**config.mk**
```make
export PLATFORM = sky130hd
export DESIGN_NAME = gcr_top
export DESIGN_NICKNAME = d
export VERILOG_FILES = /design/src/hdl/gcr_pkg.sv /design/src/hdl/gcr_cfg_if.sv /design/src/hdl/gcr_route.sv /design/src/hdl/gcr_top.sv
export VERILOG_INCLUDE_DIRS = /design/src /design/src/hdl
export SDC_FILE = /design/constraint.sdc
export NUM_CORES = 1
export LEC_CHECK = 0
export BUFFER_PORTS_ARGS = -buffer_cell sky130_fd_sc_hd__buf_4
export CAP_MARGIN = 40
export CORE_MARGIN = 2
export CORE_UTILIZATION = 41
export DETAILED_ROUTE_END_ITERATION = 16
export PLACE_DENSITY_LB_ADDON = 0.2
export RECOVER_POWER = 25
export SLEW_MARGIN = 20
export SYNTH_ARGS = -nofsm -noshare
export SYNTH_HDL_FRONTEND = slang
export SYNTH_HIERARCHICAL = 1
export SYNTH_SLANG_ARGS = --single-unit
```
**constraint.sdc**
```tcl
create_clock -name i_clk -period 1.6 [get_ports i_clk]
set_input_delay 0.16 -clock i_clk [delete_from_list [all_inputs] [get_ports i_clk]]
set_output_delay 0.16 -clock i_clk [all_outputs]
set_load 0.1 [all_outputs]
```
**src/hdl/gcr_regs.svh**
```systemverilog
`ifndef GCR_REGS_SVH
`define GCR_REGS_SVH

// Access byte: top bit marks a write
`define GCR_WRITE_FLAG 8'h80
`define GCR_WRITE_BIT 7

// Register indices
`define GCR_ADDR_CONF 7'h00
`define GCR_ADDR_STATUS 7'h01

// Widths and reset values
`define GCR_CONF_WIDTH 11
`define GCR_STATUS_WIDTH 3
`define GCR_CONF_RESET 11'h000
`define GCR_STATUS_RESET 3'h1
`define GCR_TEST_SEL_WIDTH 4

// Configuration field positions
`define GCR_BIT_SINGLE 0
`define GCR_BIT_A_EXT 1
`define GCR_BIT_B_EXT 2
`define GCR_BIT_POSCMP_MAP 3
`define GCR_BIT_A_LEFT_ALT 4
`define GCR_BIT_B_ENC_ENABLE 5
`define GCR_BIT_B_LEFT_ALT 6
`define GCR_BIT_TEST_MODE 7
`define GCR_BIT_A_INVERT 8
`define GCR_BIT_B_INVERT 9
`define GCR_BIT_LOCK 10

// Status field positions
`define GCR_ST_RESET 0
`define GCR_ST_DRV_A 1
`define GCR_ST_DRV_B 2

`endif

```
**src/hdl/gcr_pkg.sv**
```systemverilog
package gcr_pkg;

    typedef logic [31:0] gcr_word_t;
    typedef logic [7:0] gcr_access_t;
    typedef logic [6:0] gcr_index_t;

    // Field order matches bit positions, msb first
    typedef struct packed {
        logic lock;
        logic axis_b_direction_invert;
        logic axis_a_direction_invert;
        logic test_mode;
        logic b_left_alt;
        logic b_enc_enable;
        logic a_left_alt;
        logic poscmp_map;
        logic axis_b_external_pulse_control;
        logic axis_a_external_pulse_control;
        logic single_motor;
    } gcr_conf_s;

endpackage : gcr_pkg

```
**src/hdl/gcr_cfg_if.sv**
```systemverilog
`timescale 1ns/1ps
interface gcr_cfg_if;
    gcr_pkg::gcr_conf_s conf;
    modport regs (output conf);
    modport route (input conf);
endinterface : gcr_cfg_if

```
**src/hdl/gcr_route.sv**
```systemverilog
`timescale 1ns/1ps
`include "gcr_regs.svh"
module gcr_route (
    input wire logic i_clk,
    input wire logic i_reset,
    gcr_cfg_if.route cfg,
    input wire logic [1:0] i_ramp_step,
    input wire logic [1:0] i_ramp_dir,
    input wire logic [1:0] i_pin_step,
    input wire logic [1:0] i_pin_dir,
    input wire logic i_interface_select,
    input wire logic [1:0] i_left_limit_pin,
    input wire logic [1:0] i_spi_limit_pin,
    input wire logic [1:0] i_general_pin,
    input wire logic i_position_compare_pulse,
    input wire logic i_position_irq,
    input wire logic [1:0] i_enc_a_pins,
    output logic [1:0] o_drv_step,
    output logic [1:0] o_drv_dir,
    output logic [1:0] o_ramp_unused,
    output logic [1:0] o_left_limit,
    output logic [1:0] o_enc_a_pins_out,
    output logic [1:0] o_enc_a_pins_oe,
    output logic [1:0] o_enc_a_in
);
    import gcr_pkg::*;

    logic [1:0] ext;
    logic [1:0] inv;
    logic [1:0] alt;
    logic [1:0] drv_step_q;
    logic [1:0] drv_dir_q;
    logic [1:0] left_limit_q;
    logic [1:0] enc_a_in_q;

    assign ext = {cfg.conf.axis_b_external_pulse_control, cfg.conf.axis_a_external_pulse_control};
    assign inv = {cfg.conf.axis_b_direction_invert, cfg.conf.axis_a_direction_invert};
    assign alt = {cfg.conf.b_left_alt, cfg.conf.a_left_alt};

    ////////////////////////////////////////////////////////////////////////////
    // Per axis step, direction and limit routing
    for (genvar g = 0; g < 2; g++) begin : g_axis
        logic src;
        logic step_d;
        logic dir_d;
        // Stage b copies axis a in parallel mode
        assign src = (g == 1 && cfg.conf.single_motor) ? 1'b0 : 1'b1; // RQ3
        assign step_d = ext[src ? g : 0] ? i_pin_step[src ? g : 0] : i_ramp_step[src ? g : 0]; // RQ4 RQ5
        assign dir_d = (ext[src ? g : 0] ? i_pin_dir[src ? g : 0] : i_ramp_dir[src ? g : 0])
                       ^ inv[src ? g : 0]; // RQ10 RQ11

        always_ff @(posedge i_clk) begin
            if (i_reset) begin
                drv_step_q[g] <= 1'b0;
                drv_dir_q[g] <= 1'b0;
            end else begin
                drv_step_q[g] <= step_d;
                drv_dir_q[g] <= dir_d;
            end
        end

        always_ff @(posedge i_clk) begin
            if (i_reset) begin
                left_limit_q[g] <= 1'b0;
            end else if (alt[g]) begin
                left_limit_q[g] <= i_interface_select ? i_general_pin[g] : i_spi_limit_pin[g]; // RQ7 RQ8
            end else begin
                left_limit_q[g] <= i_left_limit_pin[g];
            end
        end
    end

    ////////////////////////////////////////////////////////////////////////////
    // Encoder a pins carry compare pulse and interrupt when mapped
    always_ff @(posedge i_clk) begin
        if (i_reset) begin
            enc_a_in_q <= 2'h0;
        end else begin
            enc_a_in_q <= cfg.conf.poscmp_map ? 2'h0 : i_enc_a_pins; // RQ6
        end
    end

    assign o_enc_a_pins_out = {i_position_irq, i_position_compare_pulse}; // RQ6
    assign o_enc_a_pins_oe = {2{cfg.conf.poscmp_map}}; // RQ6
    assign o_ramp_unused = ext;
    assign o_drv_step = drv_step_q;
    assign o_drv_dir = drv_dir_q;
    assign o_left_limit = left_limit_q;
    assign o_enc_a_in = enc_a_in_q;
endmodule : gcr_route

```
**src/hdl/gcr_top.sv**
```systemverilog
// How it works
// [RQ1] Config clears to zero at reset, status resets with its reset flag set
// [RQ2] Address byte plus 0x80 means write
// [RQ3] Bit 0 set: one motor, parallel stages
// [RQ4] Axis a external pins or ramp one
// [RQ5] Axis b external pins or ramp two
// [RQ6] Compare pulse and interrupt on encoder pins
// [RQ7] Axis a left limit follows interface select
// [RQ8] Axis b left limit follows interface select
// [RQ9] Host keeps test mode bit zero
// [RQ10] Bit 8 inverts axis a direction
// [RQ11] Bit 9 inverts axis b direction
// [RQ12] Lock bit blocks writes until reset
// [RQ13] Clear-on-read flags clear after read
`timescale 1ns/1ps
`include "gcr_regs.svh"
module gcr_top (
    input wire logic i_clk,
    input wire logic i_reset,
    input wire logic i_access_strobe,
    input wire gcr_pkg::gcr_access_t i_access_address,
    input wire gcr_pkg::gcr_word_t i_access_wdata,
    output gcr_pkg::gcr_word_t o_read_data,
    output logic o_read_valid,
    input wire logic i_driver_a_fault,
    input wire logic i_driver_b_fault,
    input wire logic [`GCR_TEST_SEL_WIDTH-1:0] i_node_address_field,
    input wire logic i_ramp_a_step,
    input wire logic i_ramp_a_dir,
    input wire logic i_ramp_b_step,
    input wire logic i_ramp_b_dir,
    input wire logic i_axis_a_pulse_input,
    input wire logic i_axis_a_direction_input,
    input wire logic i_axis_b_pulse_input,
    input wire logic i_axis_b_direction_input,
    input wire logic i_interface_select,
    input wire logic i_axis_a_left_limit_input,
    input wire logic i_axis_b_left_limit_input,
    input wire logic i_axis_a_spi_limit_pin,
    input wire logic i_axis_b_spi_limit_pin,
    input wire logic i_general_pin_zero,
    input wire logic i_general_pin_one,
    input wire logic i_position_compare_pulse,
    input wire logic i_position_irq,
    input wire logic [1:0] i_enc_a_pins,
    output logic o_drv_a_step,
    output logic o_drv_a_dir,
    output logic o_drv_b_step,
    output logic o_drv_b_dir,
    output logic o_single_motor,
    output logic o_ramp_a_unused,
    output logic o_ramp_b_unused,
    output logic o_axis_a_left_limit,
    output logic o_axis_b_left_limit,
    output logic [1:0] o_enc_a_pins_out,
    output logic [1:0] o_enc_a_pins_oe,
    output logic [1:0] o_enc_a_in,
    output logic o_enc_b_enable,
    output logic o_test_mode,
    output logic [`GCR_TEST_SEL_WIDTH-1:0] o_test_select
);
    import gcr_pkg::*;

    gcr_cfg_if cfg ();

    logic [`GCR_CONF_WIDTH-1:0] conf_q;
    logic [`GCR_STATUS_WIDTH-1:0] status_q;
    logic [`GCR_STATUS_WIDTH-1:0] status_set;
    logic [`GCR_TEST_SEL_WIDTH-1:0] test_select_q;
    gcr_word_t read_data_q;
    logic read_valid_q;
    gcr_index_t index;
    logic wr;
    logic rd;
    logic conf_wr;
    logic status_rd;
    logic [1:0] drv_step;
    logic [1:0] drv_dir;
    logic [1:0] ramp_unused;
    logic [1:0] left_limit;

    ////////////////////////////////////////////////////////////////////////////
    // Access decode
    assign index = i_access_address[6:0];
    assign wr = i_access_strobe && i_access_address[`GCR_WRITE_BIT]; // RQ2
    assign rd = i_access_strobe && !i_access_address[`GCR_WRITE_BIT]; // RQ2
    assign conf_wr = wr && index == `GCR_ADDR_CONF;
    assign status_rd = rd && index == `GCR_ADDR_STATUS;

    ////////////////////////////////////////////////////////////////////////////
    // Configuration register
    always_ff @(posedge i_clk) begin
        if (i_reset) begin
            conf_q <= `GCR_CONF_RESET; // RQ1
        end else if (conf_wr && !conf_q[`GCR_BIT_LOCK]) begin // RQ12
            conf_q <= i_access_wdata[`GCR_CONF_WIDTH-1:0];
        end
    end

    assign cfg.conf = gcr_conf_s'(conf_q);

    ////////////////////////////////////////////////////////////////////////////
    // Clear-on-read status; a new event wins over the clear
    assign status_set = {i_driver_b_fault, i_driver_a_fault, 1'b0};

    always_ff @(posedge i_clk) begin
        if (i_reset) begin
            status_q <= `GCR_STATUS_RESET;
        end else begin
            status_q <= (status_rd ? '0 : status_q) | status_set; // RQ13
        end
    end

    ////////////////////////////////////////////////////////////////////////////
    // Read path, one cycle after the strobe
    always_ff @(posedge i_clk) begin
        if (i_reset) begin
            read_data_q <= '0;
            read_valid_q <= 1'b0;
        end else begin
            read_valid_q <= rd;
            if (rd) begin
                case (index)
                    `GCR_ADDR_CONF: read_data_q <= {21'h0, conf_q};
                    `GCR_ADDR_STATUS: read_data_q <= {29'h0, status_q}; // RQ13
                    default: read_data_q <= '0;
                endcase
            end
        end
    end

    ////////////////////////////////////////////////////////////////////////////
    // Test output select, only meaningful with test mode set
    always_ff @(posedge i_clk) begin
        if (i_reset) begin
            test_select_q <= '0;
        end else begin
            test_select_q <= conf_q[`GCR_BIT_TEST_MODE] ? i_node_address_field : '0;
        end
    end

    ////////////////////////////////////////////////////////////////////////////
    // Routing
    gcr_route u_route (
        .i_clk(i_clk),
        .i_reset(i_reset),
        .cfg(cfg.route),
        .i_ramp_step({i_ramp_b_step, i_ramp_a_step}),
        .i_ramp_dir({i_ramp_b_dir, i_ramp_a_dir}),
        .i_pin_step({i_axis_b_pulse_input, i_axis_a_pulse_input}),
        .i_pin_dir({i_axis_b_direction_input, i_axis_a_direction_input}),
        .i_interface_select(i_interface_select),
        .i_left_limit_pin({i_axis_b_left_limit_input, i_axis_a_left_limit_input}),
        .i_spi_limit_pin({i_axis_b_spi_limit_pin, i_axis_a_spi_limit_pin}),
        .i_general_pin({i_general_pin_one, i_general_pin_zero}),
        .i_position_compare_pulse(i_position_compare_pulse),
        .i_position_irq(i_position_irq),
        .i_enc_a_pins(i_enc_a_pins),
        .o_drv_step(drv_step),
        .o_drv_dir(drv_dir),
        .o_ramp_unused(ramp_unused),
        .o_left_limit(left_limit),
        .o_enc_a_pins_out(o_enc_a_pins_out),
        .o_enc_a_pins_oe(o_enc_a_pins_oe),
        .o_enc_a_in(o_enc_a_in)
    );

    assign o_drv_a_step = drv_step[0];
    assign o_drv_b_step = drv_step[1];
    assign o_drv_a_dir = drv_dir[0];
    assign o_drv_b_dir = drv_dir[1];
    assign o_ramp_a_unused = ramp_unused[0];
    assign o_ramp_b_unused = ramp_unused[1];
    assign o_axis_a_left_limit = left_limit[0];
    assign o_axis_b_left_limit = left_limit[1];
    assign o_single_motor = conf_q[`GCR_BIT_SINGLE]; // RQ3
    assign o_enc_b_enable = conf_q[`GCR_BIT_B_ENC_ENABLE];
    assign o_test_mode = conf_q[`GCR_BIT_TEST_MODE];
    assign o_test_select = test_select_q;
    assign o_read_data = read_data_q;
    assign o_read_valid = read_valid_q;
endmodule : gcr_top

```
==> results.toml, run 1 <==
[outcome]
status = "completed"

[setup_path]
cp.arrival_ns = 1.52
crit_path_max_fanout = 7
critPathLaunchType = "flop"
startpoint = "cfg.conf[10]$_SDFFE_PP0P_"
critPathKind = "flop to flop"
cp-end-kind = "flop"
crit-reg2reg-launch = "cfg.conf[10]$_SDFFE_PP0P_"
critPathRequiredTime_ns = 1.81

[routing]
vias_per_cell = 4.653
dr_wl_met3_um = 323
antenna_left = 0
drc_errors = 0
firstDrtPassIters = 4
routed.top_layer = "met4"
drt-initial-drc-count = 48
wire_per_inst_um = 11.86
wl_met2_um = 1661
drt_wl_total_um = 3689
met1Wirelength_um = 1655
vias = 1447

[clock_tree]
root_buffer = "clkbuf_8"
cts_buffer_depth = 2
path_clk_slew_ns = 0.07
cts_buffers = 5
cts.repair.resized = 0
cts_tree = "built"
ctsHtreeMaxLevel = 2
clock_latency_ns = 0.29
cts_setup_buffers = 0
cts_num_sinks = 38
holdBufCountCts = 0

[timing]
fin_skew_ns = 0.006951
finalCriticalPeriod_ns = 1.303
rsz0062_at_grt = "no"
max_freq_mhz = 767.7
final.setup.worst_slack_ns = 0.2974
maxSlewViolCount = 0
fin_crit_sh = 0.8141
hold_violations = 0
setup_viol = 0
holdWs_ns = 0.06495
fin_setup_tns_ns = 0

[synthesis]
syn_inst = 188
synth_cell_type_count = 31
avgSynthCellArea_um2 = 9.550
ys_ff_latch = 38
yosysSeqAreaShare = 0.4237
syn_area_um2 = 1795
yosysWarnings = 6

[final_layout]
fill_cells = 425
areaGrowthSynthToFinish_pct = 30.45
drive_gt1_frac = 0.3514
finish.net_count = 327
n_antenna_cell = 0

[floorplanning]
start_util = 0.4181
die-width_um = 70.18
row_count = 24
ios = 122
dieHeight_um = 70.18
core_region_area_um2 = 4294
die_area_um2 = 4925

[global_route]
grt_pass1_vias = 1267
grt_pass1_wl_um = 5906
grtUsageTotal = 0.1525
grt_max_degree = 50
grt_overflow = 0
antenna_found_initial = 0

[place]
hpwl_um = 2736
place.gp.congestion = 0.8200
io_buffers = 75
pre_cts_slack_ns = 0.1754

[pwr]
finalPower_mw = 2.082
p_per_area_nw_per_um2 = 888.8
p_leak_nw = 1.035
ir_drop_v = 0.0004261

[run]
cap_violations = 0

[worst_hold_path]
hp-start = "i_node_address_field[2]"
hold_class = "primary input to flop"
-- registers in the layout (all words and copies together), names as in the netlist --
name,count
cfg.conf,11
o_read_valid,1
u_route/o_left_limit,2
o_read_data,11
u_route/o_drv_dir,2
u_route/o_drv_step,2
status_q,3
u_route/o_enc_a_in,2
o_test_select,4
-- cell families (layout without fill, tap and decap cells) --
| logic type | after synthesis | in the layout | share of synthesized area |
|---|---|---|---|
| simple gates | 70 | 70 | 0.2432 |
| compound gates | 19 | 19 | 0.06133 |
| xor+xnor | 1 | 1 | 0.004879 |
| other cells | 1 | 21 | 0.002089 |
| mux | 19 | 19 | 0.1108 |
| flops | 38 | 38 | 0.4237 |
| buf+inv | 40 | 91 | 0.1540 |
-- worst paths after layout --
kind,cells past startpoint,to,slack (ns)
worst max-delay path,4,cfg.conf[9]$_SDFFE_PP0P_,0.30
worst min-delay path,2,o_test_select[2]$_SDFF_PP0_,0.06
worst max register to register,4,cfg.conf[9]$_SDFFE_PP0P_,0.30
worst min register to register,2,status_q[0]$_SDFFE_PP1P_,0.46
-- stage by stage --
stage	utilization	cells	area, um2
6_report	0.5455	311	2342
3_3_place_gp	0.5300	304	2276
3_5_place_dp	0.5300	304	2276
2_1_floorplan	-	208	1872
4_1_cts	0.5478	311	2352
5_1_grt	0.5455	311	2342
-- Yosys cell counts --
| cell | instances | area, um2 |
|---|---|---|
| dfxtp_1 | 38 | 760.7 |
| buf_4 | 27 | 202.7 |
| nand2b_1 | 21 | 131.4 |
| mux2i_1 | 15 | 150.1 |
| a21oi_1 | 12 | 60.06 |
| nand4_1 | 12 | 75.07 |
| nand2_1 | 11 | 41.29 |
| clkbuf_1 | 6 | 22.52 |
| nor2_1 | 6 | 22.52 |
| and2_1 | 5 | 31.28 |
| a211oi_1 | 4 | 30.03 |
| inv_1 | 4 | 15.01 |
| nor2b_1 | 4 | 25.02 |
| mux2_2 | 3 | 33.78 |
| nor3b_1 | 3 | 22.52 |
| o22ai_1 | 2 | 12.51 |
| and4_2 | 1 | 10.01 |
| and4_4 | 1 | 11.26 |
| buf_12 | 1 | 20.02 |
| buf_2 | 1 | 5.000 |
| buf_6 | 1 | 11.26 |
| conb_1 | 1 | 3.750 |
| mux2_4 | 1 | 15.01 |
| nand3_1 | 1 | 5.000 |
| nand4b_1 | 1 | 8.760 |
| nor3_1 | 1 | 5.000 |
| nor3_4 | 1 | 16.27 |
| nor4_4 | 1 | 21.27 |
| o21bai_1 | 1 | 7.510 |
| or4b_1 | 1 | 10.01 |
| xor2_1 | 1 | 8.760 |
-- power breakdown --
part | switching, mW | internal (mW)
combinational | 0.375 | 0.119
clock | 0.319 | 0.300
sequential | 0.00549 | 0.962
-- layout make-up --
type | count | area (um2) | share of cell area
multi-input cells | 130 | 830.8 | 0.3547
flip-flops and latches | 38 | 762.0 | 0.3253
repair buffers | 80 | 593.1 | 0.2532
clock buffers | 7 | 76.32 | 0.03259
well taps | 52 | 65.06 | 0.02778
inverters | 4 | 15.01 | 0.006410
-- cell usage in the layout (no fill, tap or decap), types with 5 or more instances in the layout --
| master | n |
|---|---|
| buf_4 | 77 |
| dfxtp_1 | 37 |
| nand2b_1 | 21 |
| conb_1 | 21 |
| mux2i_1 | 15 |
| nand4_1 | 12 |
| a21oi_1 | 12 |
| nand2_1 | 11 |
| nor2_1 | 6 |
| and2_1 | 5 |
| clkbuf_8 | 5 |
-- metal layers --
metal | up-vias | GRT usage
li1 | 732 | -
met5 | - | 0
met3 | 6 | 0.06349
met2 | 66 | 0.2233
met4 | 0 | 0.05769
met1 | 643 | 0.2004
-- worst max-delay path: stages (launching register included) --
cell and delay [ns]:
dfxtp_1 0.31, inv_1 0.06, and4_1 0.43, buf_4 0.23
mux2i_1 0.20
Power figures use the tool's default switching activity.
==> inputs of run 2 (changes only) <==
- clock period: 1.6 -> 1.2 ns (I/O delays scaled with it)
==> run 2 against run 1 <==
Clock-buffer cell count is the same. Largest power group unchanged. Die area is the same. Final area grew 3.8%. Critical endpoint is now o_enc_a_pins_oe[0]. Global-route usage grew 0.81 points. Clock skew shrank 0.0018 ns. Non-clock buffer count grew 7. Utilization grew 2.1 points. Critical path depth shrank 3. Sequential cell count is the same. Combinational power grew 34%. Via count grew 1.0%. Sequential power grew 33%.
==> results.toml, run 2 (same netlist as run 1, synthesis figures left out) <==
[floorplanning]
die_area_um2 = 4925
ios = 122
start_util = 0.4181
core_region_area_um2 = 4294
dieHeight_um = 70.18
row_count = 24
die-width_um = 70.18

[global_route]
antenna_found_initial = 0
grt_overflow = 0
grt_pass1_vias = 1367
grt_max_degree = 20
grtUsageTotal = 0.1607
grt_pass1_wl_um = 6279

[routing]
vias = 1462
met1Wirelength_um = 1696
firstDrtPassIters = 4
routed.top_layer = "met4"
wl_met2_um = 1720
antenna_left = 0
wire_per_inst_um = 11.83
drc_errors = 0
vias_per_cell = 4.583
drt_wl_total_um = 3773
dr_wl_met3_um = 313
drt-initial-drc-count = 49

[setup_path]
cp_slowest_cell = "dfxtp_1"
critPathKind = "flop to primary output"
critPathLaunchType = "flop"
critPathRequiredTime_ns = 1.08
crit_path_cell_trace = "buf_4"
crit_path_max_fanout = 6
cp.arrival_ns = 1.07
cp_top_family = "flip-flops"
worst_path_largest_cell_delay_ns = 0.44
cp-end-kind = "primary output"
path_buf_inv = 1

[timing]
max_freq_mhz = 843.9
rsz0062_at_grt = "yes"
setup_viol = 0
holdWs_ns = 0.02725
fin_crit_sh = 0.9875
finalCriticalPeriod_ns = 1.185
hold_violations = 0
fin_setup_tns_ns = 0
maxSlewViolCount = 0
fin_skew_ns = 0.005115

[final_layout]
fill_cells = 428
postLayoutCoreUtil = 0.5661
n_antenna_cell = 0
fin_area_um2 = 2431
areaGrowthSynthToFinish_pct = 35.40
layout_common_cells = "buf_4, dfxtp_1, nand2b_1, conb_1, mux2i_1"
finish.net_count = 334
drive_gt1_frac = 0.4307
final_common_cell = "buf_4"

[worst_hold_path]
hold_class = "primary input to flop"

[pwr]
p_leak_nw = 1.092
finalPower_mw = 2.855
p_per_area_nw_per_um2 = 1174
ir_drop_v = 0.0005143

[place]
io_buffers = 75
hpwl_um = 2875
placed_area_um2 = 2347
place.gp.congestion = 0.8186

[clock_tree]
cts_buffers = 5
cts_buffer_depth = 2
cts_tree = "built"
cts_setup_buffers = 0
cts_num_sinks = 38
clock_latency_ns = 0.29
root_buffer = "clkbuf_8"
path_clk_slew_ns = 0.08
ctsHtreeMaxLevel = 2

[run]
cap_violations = 0

[outcome]
status = "completed"
-- run 2: changes by cell type in the layout (fill, tap and decap cells not counted), sizes merged --
cell,before,now
clkinv,0,1
buf,77,84
-- run 2: metal layers --
layer | track usage | vias up
met1 | 0.2065 | 651
met5 | 0 | -
met2 | 0.2508 | 60
li1 | - | 747
met3 | 0.05483 | 4
met4 | 0.05769 | 0
-- run 2: final cells by class --
type / instances / area [um2] / share of cell area
clock inverters: 1 / 5.005 / 0.002059
repair buffers: 87 / 654.4 / 0.2692
well taps: 52 / 65.06 / 0.02676
flip-flops and latches: 38 / 780.7 / 0.3212
clock buffers: 7 / 86.33 / 0.03551
inverters: 4 / 15.01 / 0.006176
multi-input cells: 130 / 824.5 / 0.3392
-- run 2: where the power goes --
part / internal, mW / switching [mW]
registers: 1.28 / 0.00723
clock network: 0.463 / 0.438
logic: 0.165 / 0.500
-- run 2: what timing repair did --
| action | in CTS | in global routing |
|---|---|---|
| gates resized for setup | 2 | 1 |
| setup endpoints to repair | 4 | 3 |
| cloned | 0 | 0 |
| pin swaps | 0 | 0 |
| hold buffers | 0 | 0 |
-- run 2: worst paths after layout --
kind,startpoint,to,slack (ns),cells past startpoint
max,cfg.conf[3]$_SDFFE_PP0P_,o_enc_a_pins_oe[0],0.01,1
min,i_node_address_field[1],o_test_select[1]$_SDFF_PP0_,0.03,2
max reg2reg,cfg.conf[1]$_SDFFE_PP0P_,u_route/o_drv_dir[1]$_SDFF_PP0_,0.07,3
min reg2reg,o_read_data[7]$_SDFFE_PP0N_,o_read_data[7]$_SDFFE_PP0N_,0.45,2
-- run 2: per-stage QoR --
stage,cells,worst slack (ns)
after floorplan,208,-0.04494
after global placement,311,-0.05323
after detailed placement,311,-0.06927
after CTS,319,-0.001723
after global routing,319,-0.04488
final,319,0.01499
==> inputs of run 3 (changes only) <==
- CORE_ASPECT_RATIO: not set -> 0.5
==> run 3 against run 2 <==
Largest cell class unchanged. Via count rose by 0.75%. Utilization rose by 3.4 points. Largest power group unchanged. Sequential power barely moved. Critical path type unchanged. Highest routed layer unchanged.
==> results.toml, run 3 (same netlist as run 1, synthesis figures left out) <==
[final_layout]
finish.net_count = 332
layout_common_cells = "buf_4, dfxtp_1, nand2b_1, conb_1"
final_common_cell = "buf_4"
n_antenna_cell = 0
areaGrowthSynthToFinish_pct = 35.12
postLayoutCoreUtil = 0.5999
fill_cells = 368
fin_area_um2 = 2426
drive_gt1_frac = 0.4226

[timing]
hold_violations = 0
fin_skew_ns = 0.006827
finalCriticalPeriod_ns = 1.130
setup_viol = 0
rsz0062_at_grt = "no"
fin_crit_sh = 0.9420
max_freq_mhz = 884.6
maxSlewViolCount = 0

[setup_path]
crit_path_max_fanout = 4
critPathRequiredTime_ns = 1.08
reg2regPathDepth = 3
cp.arrival_ns = 1.01
critPathLaunchType = "flop"
critPathKind = "flop to primary output"
cp-end-kind = "primary output"

[floorplanning]
die-width_um = 97.59
die_area_um2 = 4957
start_util = 0.4440
row_count = 16
core_region_area_um2 = 4044
dieHeight_um = 50.80
ios = 122

[clock_tree]
cts_setup_buffers = 0
path_clk_slew_ns = 0.07
cts.repair.resized = 3
root_buffer = "clkbuf_8"
holdBufCountCts = 0
cts_buffers = 5
clock_latency_ns = 0.29
cts_buffer_depth = 2
ctsHtreeMaxLevel = 2
cts_num_sinks = 38
cts_tree = "built"

[routing]
drt-initial-drc-count = 45
vias_per_cell = 4.618
antenna_left = 0
drt_wl_total_um = 3983
vias = 1473
wire_per_inst_um = 12.49
firstDrtPassIters = 4
drc_errors = 0

[global_route]
grt_pass1_vias = 1335
grt_pass1_wl_um = 6299
grt_overflow = 0
grt_max_degree = 30
grtUsageTotal = 0.1633
antenna_found_initial = 0

[outcome]
status = "completed"

[pwr]
seq_power_share = 0.461
netSwitchingFraction = 0.3354
power.internal_mw = 1.856
p_per_area_nw_per_um2 = 1151
p_comb_frac = 0.238
ir_drop_v = 0.0005071
switching_power_mw = 0.9367
clkPwrFrac = 0.300
p_leak_nw = 1.075

[place]
placed_area_um2 = 2335
hpwl_um = 3007
io_buffers = 75
place.gp.congestion = 0.7447

[worst_hold_path]
hold_class = "primary input to flop"
hold_path_depth = 2

[run]
cap_violations = 0
[run 3: cell types whose count changed in the layout (fill, tap and decap cells not counted), moves of 2 or more]
cell,delta
buf_4,-4
clkbuf_1,+3
dfxtp_1,-2
dfxtp_2,+2
[run 3: worst max-delay path, cell delays in order, from the launching register on]
cell	delay, ns
dfxtp_1	0.35
buf_4	0.15
buf_6	0.22
[run 3: final timing paths]
check	startpoint	end	slack, ns
setup reg to reg	cfg.conf[1]$_SDFFE_PP0P_	u_route/o_drv_dir[1]$_SDFF_PP0_	0.08
setup / recovery	cfg.conf[1]$_SDFFE_PP0P_	o_ramp_a_unused	0.07
hold / removal	i_node_address_field[1]	o_test_select[1]$_SDFF_PP0_	0.03
hold reg to reg	o_read_data[4]$_SDFFE_PP0N_	o_read_data[4]$_SDFFE_PP0N_	0.45
[run 3: layer usage]
metal	vias to the layer above	track usage	share of wire
met3	8	0.05014	0.082
li1	745	-	-
met5	-	0	0
met2	67	0.2724	0.44
met4	0	0.04861	0.010
met1	653	0.2065	0.47
[run 3: layout make-up]
cell class                      count  area (um2)  area share
Timing Repair Buffer               85       646.9      0.2666
Inverter                            4       15.01    0.006189
Multi-Input combinational cell    130       833.3      0.3435
Sequential cell                    38       783.3      0.3228
Clock buffer                        8       80.08     0.03301
Tap cell                           54       67.56     0.02785
[run 3: power groups by stage]
stage	registers (mW)	clock network (mW)	logic [mW]
finish	1.29	0.838	0.666
global route	1.29	0.919	0.693
CTS	1.29	0.864	0.670
detailed placement	1.32	0	0.669
global placement	1.32	0	0.664
floorplan	1.43	0	0.470
[run 3: through the flow]
stage	total power, mW	cells	setup TNS (ns)	setup WS, ns	hold slack, ns
floorplan	1.903	208	-0.04494	-0.04494	0.2417
global placement	1.980	311	-0.4163	-0.04865	0.2412
detailed placement	1.986	311	-0.5753	-0.05467	0.2412
CTS	2.822	319	-0.03883	-0.01942	0.02563
global route	2.902	319	0	0.009038	0.03484
finish	2.793	319	0	0.06956	0.02977
